<file path="src/ohint_pkg.sv">
package ohint_pkg;

    localparam int          ADDR_W          = 8;
    localparam int          DATA_W          = 32;
    localparam int          NUM_FLAGS       = 8;

    // Register offsets on the controller register port.
    localparam logic [7:0]  OFS_STATUS      = 8'h0c;
    localparam logic [7:0]  OFS_ENABLE      = 8'h10;

    // Bit positions in the status and enable words.
    localparam int          BIT_SO          = 0;
    localparam int          BIT_WDH         = 1;
    localparam int          BIT_SF          = 2;
    localparam int          BIT_RD          = 3;
    localparam int          BIT_UE          = 4;
    localparam int          BIT_FNO         = 5;
    localparam int          BIT_ROOT_HUB_CHANGE_FLAG        = 6;
    localparam int          BIT_OC          = 30;
    localparam int          BIT_MIE         = 31;

    // Index of each event inside the packed eight-bit flag vector.
    localparam int          IDX_SO          = 0;
    localparam int          IDX_WDH         = 1;
    localparam int          IDX_SF          = 2;
    localparam int          IDX_RD          = 3;
    localparam int          IDX_UE          = 4;
    localparam int          IDX_FNO         = 5;
    localparam int          IDX_ROOT_HUB_CHANGE_FLAG        = 6;
    localparam int          IDX_OC          = 7;

    localparam int          FRAME_W         = 16;
    localparam int          FRAME_MSB       = 15;
    localparam int          SOC_W           = 2;

    localparam logic [7:0]  FLAGS_RESET     = 8'h00;
    localparam logic [7:0]  ENABLES_RESET   = 8'h00;
    localparam logic        MIE_RESET       = 1'b0;
    localparam logic [31:0] RDATA_RESET     = 32'h0000_0000;
    localparam logic [1:0]  SOC_RESET       = 2'h0;

endpackage

</file>
<file path="src/ohint_core.sv">
// Behaviour
// - Driver setting the ownership change request sets the ownership-change flag, bit 30.
// - Unmasked ownership change raises the system management interrupt immediately, plus normal.
// - Without a system management interrupt pin the ownership-change flag reads zero.
// - Root hub or any port status change sets the root-hub-change flag, bit 6.
// - Frame number bit 15 toggling or shared frame number update sets bit 5.
// - A non-USB system error sets the unrecoverable-error flag, bit 4.
// - After an unrecoverable error all processing and bus signaling stop.
// - Rising resume signaling from a downstream device sets the resume flag, bit 3.
// - Resume entered by software command does not set the resume flag.
// - Start-of-frame flag, bit 2, is set with the SOF token each frame.
// - Writeback-done flag, bit 1, is set right after the done head copy.
// - While writeback-done is set, further done head copies are held off.
// - Frame overrun sets the scheduling-overrun flag, bit 0, after frame number write.
// - Each scheduling overrun increments the overrun counter field.
// - Host interrupt requested only when flag, its enable and master enable are all set; the management interrupt ignores master enable.
// - Enable register: writing 1 sets a bit, 0 leaves it; reads return value.
// - Writing 0 to master enable does nothing; 1 enables interrupt generation.
// - Enables sit at bit 30 and bits 6 to 0; bits 29 to 7 reserved.
`timescale 1ns/1ps
`default_nettype none

module ohint_core #(
    parameter bit SMI_PIN_PRESENT = 1'b1,
    parameter int SOC_WIDTH       = ohint_pkg::SOC_W,
    parameter int FRAME_WIDTH     = ohint_pkg::FRAME_W
) (
    input  wire logic                   clock,
    input  wire logic                   reset_n,
    input  wire logic                   clock_enable,
    input  wire logic [7:0]             reg_addr,
    input  wire logic                   reg_write,
    input  wire logic                   reg_read,
    input  wire logic [31:0]            reg_wdata,
    output var  logic [31:0]            reg_rdata,
    input  wire logic                   ownership_change_request,
    input  wire logic                   root_hub_change,
    input  wire logic [FRAME_WIDTH-1:0] frame_number,
    input  wire logic                   shared_frame_number_written,
    input  wire logic                   system_error,
    input  wire logic                   bus_resume_signal,
    input  wire logic                   bus_resume_state,
    input  wire logic                   sof_token_issue,
    input  wire logic                   shared_done_queue_head_written,
    input  wire logic                   schedule_overrun,
    output var  logic                   host_irq,
    output var  logic                   system_mgmt_irq_pin,
    output var  logic                   processing_halt,
    output var  logic                   done_queue_head_hold,
    output var  logic [SOC_WIDTH-1:0]   sched_overrun_count
);

    localparam logic SMI_ON = SMI_PIN_PRESENT;

    // Register port decode.
    wire  logic                   status_hit;
    wire  logic                   enable_hit;
    wire  logic                   status_write;
    wire  logic                   enable_write;
    wire  logic [7:0]             wdata_events;

    // Event detection.
    logic                         frame_msb_prev;
    logic                         resume_prev;
    logic                         overrun_pending;
    wire  logic                   frame_msb_toggle;
    wire  logic                   oc_set;
    wire  logic                   root_hub_change_flag_set;
    wire  logic                   fno_set;
    wire  logic                   ue_set;
    wire  logic                   rd_set;
    wire  logic                   sf_set;
    wire  logic                   wdh_set;
    wire  logic                   so_set;
    wire  logic                   next_overrun_pending;

    // Flags and enables.
    wire  logic [7:0]             flag_set;
    wire  logic [7:0]             flag_clear;
    wire  logic [7:0]             flags;
    wire  logic [7:0]             next_flags;
    logic [7:0]                   enables;
    logic                         master_interrupt_enable;
    wire  logic [7:0]             next_enables;
    wire  logic                   next_mie;
    wire  logic [7:0]             next_pending;
    wire  logic                   next_host_irq;
    wire  logic                   next_smi;

    // Read path.
    wire  logic [31:0]            status_word;
    wire  logic [31:0]            enable_word;
    wire  logic [31:0]            next_rdata;
    wire  logic [SOC_WIDTH-1:0]   next_soc;

    assign status_hit   = (reg_addr == ohint_pkg::OFS_STATUS);
    assign enable_hit   = (reg_addr == ohint_pkg::OFS_ENABLE);
    assign status_write = reg_write & status_hit;
    assign enable_write = reg_write & enable_hit;

    // The OC bit and the seven low event bits of a written word, packed.
    assign wdata_events = {reg_wdata[ohint_pkg::BIT_OC],
                           reg_wdata[ohint_pkg::BIT_ROOT_HUB_CHANGE_FLAG:ohint_pkg::BIT_SO]};

    // Only the changing edge of the frame counter MSB counts as an overflow.
    assign frame_msb_toggle = frame_number[ohint_pkg::FRAME_MSB] ^ frame_msb_prev;

    assign oc_set   = ownership_change_request & SMI_ON;
    assign root_hub_change_flag_set = root_hub_change;
    assign fno_set  = frame_msb_toggle | shared_frame_number_written;
    assign ue_set   = system_error;
    assign rd_set   = bus_resume_signal & ~resume_prev & ~bus_resume_state;
    assign sf_set   = sof_token_issue;
    assign wdh_set  = shared_done_queue_head_written;

    // An overrun waits for the frame number write of its frame before flagging.
    assign so_set = (overrun_pending | schedule_overrun) & shared_frame_number_written;
    assign next_overrun_pending = (overrun_pending | schedule_overrun)
                                  & ~shared_frame_number_written;

    assign flag_set[ohint_pkg::IDX_SO]   = so_set;
    assign flag_set[ohint_pkg::IDX_WDH]  = wdh_set;
    assign flag_set[ohint_pkg::IDX_SF]   = sf_set;
    assign flag_set[ohint_pkg::IDX_RD]   = rd_set;
    assign flag_set[ohint_pkg::IDX_UE]   = ue_set;
    assign flag_set[ohint_pkg::IDX_FNO]  = fno_set;
    assign flag_set[ohint_pkg::IDX_ROOT_HUB_CHANGE_FLAG] = root_hub_change_flag_set;
    assign flag_set[ohint_pkg::IDX_OC]   = oc_set;

    // Writing 1 to a status position clears it; 0 leaves it alone.
    assign flag_clear = status_write ? wdata_events : 8'h00;

    ohint_flags #(
        .WIDTH        (ohint_pkg::NUM_FLAGS)
    ) u_flags (
        .clock        (clock),
        .reset_n      (reset_n),
        .clock_enable (clock_enable),
        .set          (flag_set),
        .clear        (flag_clear),
        .flags        (flags),
        .next_flags   (next_flags)
    );

    // Enables are set-only here; only reset clears them.
    assign next_enables = enable_write ? (enables | wdata_events) : enables;
    assign next_mie     = master_interrupt_enable | (enable_write & reg_wdata[ohint_pkg::BIT_MIE]);

    assign next_pending  = next_flags & next_enables;
    assign next_host_irq = next_mie & (|next_pending);
    assign next_smi      = SMI_ON & next_pending[ohint_pkg::IDX_OC];

    assign status_word = {1'b0,
                          flags[ohint_pkg::IDX_OC] & SMI_ON,
                          23'h000000,
                          flags[ohint_pkg::IDX_ROOT_HUB_CHANGE_FLAG:ohint_pkg::IDX_SO]};
    assign enable_word = {master_interrupt_enable,
                          enables[ohint_pkg::IDX_OC],
                          23'h000000,
                          enables[ohint_pkg::IDX_ROOT_HUB_CHANGE_FLAG:ohint_pkg::IDX_SO]};

    // Unmapped reads return zero.
    assign next_rdata = !reg_read  ? reg_rdata   :
                        status_hit ? status_word :
                        enable_hit ? enable_word :
                        ohint_pkg::RDATA_RESET;

    assign next_soc = schedule_overrun ? SOC_WIDTH'(sched_overrun_count + 1'b1)
                                       : sched_overrun_count;

    always_ff @(posedge clock or negedge reset_n) begin
        if (!reset_n) begin
            frame_msb_prev  <= 1'b0;
            resume_prev     <= 1'b0;
            overrun_pending <= 1'b0;
        end else if (clock_enable) begin
            frame_msb_prev  <= frame_number[ohint_pkg::FRAME_MSB];
            resume_prev     <= bus_resume_signal;
            overrun_pending <= next_overrun_pending;
        end
    end

    always_ff @(posedge clock or negedge reset_n) begin
        if (!reset_n) begin
            enables <= ohint_pkg::ENABLES_RESET;
            master_interrupt_enable     <= ohint_pkg::MIE_RESET;
        end else if (clock_enable) begin
            enables <= next_enables;
            master_interrupt_enable     <= next_mie;
        end
    end

    always_ff @(posedge clock or negedge reset_n) begin
        if (!reset_n) begin
            host_irq             <= 1'b0;
            system_mgmt_irq_pin  <= 1'b0;
            processing_halt      <= 1'b0;
            done_queue_head_hold <= 1'b0;
        end else if (clock_enable) begin
            host_irq             <= next_host_irq;
            system_mgmt_irq_pin  <= next_smi;
            processing_halt      <= next_flags[ohint_pkg::IDX_UE];
            done_queue_head_hold <= next_flags[ohint_pkg::IDX_WDH];
        end
    end

    always_ff @(posedge clock or negedge reset_n) begin
        if (!reset_n) begin
            reg_rdata           <= ohint_pkg::RDATA_RESET;
            sched_overrun_count <= '0;
        end else if (clock_enable) begin
            reg_rdata           <= next_rdata;
            sched_overrun_count <= next_soc;
        end
    end

endmodule

`default_nettype wire

</file>
<file path="src/ohint_flags.sv">
`timescale 1ns/1ps
`default_nettype none

module ohint_flags #(
    parameter int WIDTH = 8
) (
    input  wire logic             clock,
    input  wire logic             reset_n,
    input  wire logic             clock_enable,
    input  wire logic [WIDTH-1:0] set,
    input  wire logic [WIDTH-1:0] clear,
    output var  logic [WIDTH-1:0] flags,
    output var  logic [WIDTH-1:0] next_flags
);

    genvar i;
    generate
        for (i = 0; i < WIDTH; i++) begin : g_flag
            // A set arriving with a clear in the same cycle wins.
            assign next_flags[i] = set[i] | (flags[i] & ~clear[i]);

            always_ff @(posedge clock or negedge reset_n) begin
                if (!reset_n) begin
                    flags[i] <= 1'b0;
                end else if (clock_enable) begin
                    flags[i] <= next_flags[i];
                end
            end
        end
    endgenerate

endmodule

`default_nettype wire

</file>
<file path="config.mk">
export PLATFORM = sky130hd
export DESIGN_NAME = ohint_core
export DESIGN_NICKNAME = d
export VERILOG_FILES = /design/src/ohint_pkg.sv /design/src/ohint_core.sv /design/src/ohint_flags.sv
export SDC_FILE = /design/constraint.sdc
export NUM_CORES = 1
export LEC_CHECK = 0
export BUFFER_PORTS_ARGS = -buffer_cell sky130_fd_sc_hd__buf_4
export CORE_ASPECT_RATIO = 0.9
export CORE_UTILIZATION = 43
export CTS_CLUSTER_DIAMETER = 50
export DETAILED_ROUTE_END_ITERATION = 12
export GPL_ROUTABILITY_DRIVEN = 0
export PLACE_DENSITY = 0.86
export SYNTH_ARGS = -nofsm -noshare
export SYNTH_HDL_FRONTEND = slang
export SYNTH_SLANG_ARGS = --single-unit
</file>
<file path="constraint.sdc">
create_clock -name clock -period 1.9 [get_ports clock]
set_input_delay 0.285 -clock clock [delete_from_list [all_inputs] [get_ports clock]]
set_output_delay 0.285 -clock clock [all_outputs]
set_load 0.01 [all_outputs]
</file>
==> flow_metrics.tcl <==
set metrics [dict create \
    r2r_cells 6 \
    yosysTopAreaCell "dfrtp_1" \
    fill_cells 354 \
    wl_per_cell_um 12.8 \
    via_count 1464 \
    ys_seq_elements 33 \
    place_area_um2 2110 \
    clockBufferDepth 2 \
    grt_usage_pct 18.0 \
    multiInputGateArea_um2 840 \
    cts_buffers 5 \
    yosysSeqAreaShare_pct 46.6 \
    start_util_pct 46.2 \
    power_density_nw_per_um2 669 \
    yosys-top-cells-area "dfrtp_1 (47%), buf_4 (10%), nand2_1 (3.6%), a22oi_1 (3.4%), nor2_1 (3.2%)" \
    end_kind "flop" \
    ys_warn_count 0 \
    grt_pass1_vias 1368 \
    antenna_found_initial 0 \
    drt_iter0_drc 60 \
    rows 21 \
    firstDrtPassIters 4 \
    fin_skew_ns 0.00542 \
    synth_top_area_share_pct 46.6 \
    io_pins 108 \
    syn_avg_cell_area_um2 9.84 \
    layout_commonest_cell "buf_4" \
    hold_class "input port to flop" \
    overflow 0 \
    synthCells 180 \
    finalSetupViolCount 0 \
    hold_viol 0 \
    synth-main-ff-cell "dfrtp_1" \
    cp.required_ns 2.07 \
    vdd.ir_drop.worst_mv 0.482 \
    final_cell_mix "buf_4 (55), dfrtp_1 (33), conb_1 (23)" \
    fin_nets 302 \
    status "finished, final reports clean" \
    drv_cap 0 \
    async_flop_share_pct 100 \
    syn_to_final_growth_pct 26.2 \
    cts_tree "built" \
    path_class "input port to flop" \
    post_cts_buffers 0 \
    root_buffer "clkbuf_8" \
    setup_tns_ns 0 \
    hold_slack_ns 0.190 \
    portBuffers 46 \
    post-place-ws_ns -0.208 \
    die_h_um 62.9 \
    drc 0 \
    min_period_ns 1.82 \
    path_cells "buf_4 -> or4_4 -> o31a_1 -> a21oi_2 -> o22a_1 -> o2111ai_1 -> a22o_1" \
    cts.sinks 33 \
    synthDistinctLibCells 43 \
    slowest_delay_ns 0.63 \
    worstPathArrival_ns 1.99 \
    fmax_mhz 550 \
    startpoint_type "input port" \
    setup_slack_ns 0.0817 \
    die_w_um 69.7 \
    grt_start_max_net_pins 34 \
    path_clk_slew_ns 0.06 \
    die-area_um2 4380 \
    core_area_um2 3840 \
    p_total_mw 1.50 \
    dp_hpwl_um 2690 \
    critPathMaxFanout 6 \
    antenna_cells 0 \
    wirelength_um 3580 \
    synth_edf_count 0 \
    drtAntennaViolNets 0 \
    via_per_inst 5.25 \
    drive_gt1_share_pct 32.2 \
    hold_depth 2 \
    netlist_area_um2 1770 \
    fin_crit_sh_pct 95.7 \
    cp_slowest_cell "or4_4" \
    cts.htree.levels 2 \
    leakagePower_nw 1.05 \
    ff_latch_area_um2 826 \
    timing_max_transition_violations_final 0 \
    grt_pass1_wl_um 6200 \
    grt_setup_unrepaired "no" \
    final_area_um2 2240 \
    clk_latency_ns 0.28 \
]
[stage by stage]
stage,cells,utilization [%]
3_5_place_dp,270,55.0
6_report,279,58.3
5_1_grt,279,58.3
4_1_cts,279,57.4
3_3_place_gp,270,55.0
2_1_floorplan,202,-
[report_power, final]
group | switching (mW) | internal [mW] | leakage (nW)
Sequential | 0.0285 | 0.739 | 0.408
Clock | 0.235 | 0.253 | 0.0450
Combinational | 0.124 | 0.117 | 0.598
[cell type report]
type                    instances  area share, %
repair buffers                 56           18.9
flip-flops and latches         33           36.9
inverters                       2          0.336
clock buffers                   6           3.25
well taps                      46           2.57
multi-input cells             134           37.5
clock inverters                 2          0.448
[logic make-up after synthesis]
logic type / after synthesis / synth area share (%)
AO/OA/AOI/OAI: 58 / 23.9
AND/OR/NAND/NOR: 47 / 12.9
buffers and inverters: 35 / 13.0
flip-flops: 33 / 46.6
XOR/XNOR: 3 / 1.48
multiplexers: 3 / 1.91
other: 1 / 0.212
[sequential cells by signal, indices dropped and copies added, names as in the netlist]
name	count
reg_rdata	9
enables	8
u_flags.flags	7
sched_overrun_count	2
done_queue_head_hold	1
frame_msb_prev	1
host_irq	1
master_interrupt_enable	1
overrun_pending	1
resume_prev	1
system_mgmt_irq_pin	1
[final timing paths]
check                                    endpoint                         from  slack [ns]
min in group asynchronous  sched_overrun_count[0]                      reset_n        0.48
max                                      host_irq                  reg_addr[0]        0.08
max in group asynchronous          frame_msb_prev                      reset_n        1.12
max reg2reg                              host_irq             u_flags.flags[6]        0.30
min                               overrun_pending  shared_frame_number_written        0.19
min reg2reg                sched_overrun_count[1]       sched_overrun_count[1]        0.47
[critical path: cells and delay by family]
kind,cells,cell delay (ns)
buffers and inverters,1,0.11
and+or+nand+nor,1,0.63
AOI/OAI and AO/OA,5,0.96
[cell usage after synthesis, types with 3 or more instances]
library cell / number
a22oi_1: 8
buf_1: 3
a21o_1: 5
a21oi_1: 10
clkbuf_1: 4
a31oi_1: 5
dfrtp_1: 33
nor2_1: 15
nand2_1: 17
o21ai_1: 10
a41oi_1: 3
mux2_2: 3
buf_4: 24
[routing by layer]
metal / global-route usage, % / wire length [um]
met5: 0 / 0
met4: 7.75 / 44
met3: 4.35 / 248
met2: 27.4 / 1680
met1: 24.6 / 1610
[repair_timing]
item / 4_1_cts / 5_1_grt
gates resized for setup: 0 / 5
endpoints found under the hold margin: 33 / 0
endpoints found under the setup margin: 0 / 1
hold buffers: 1 / 0
(Power assumes the default switching activity.)
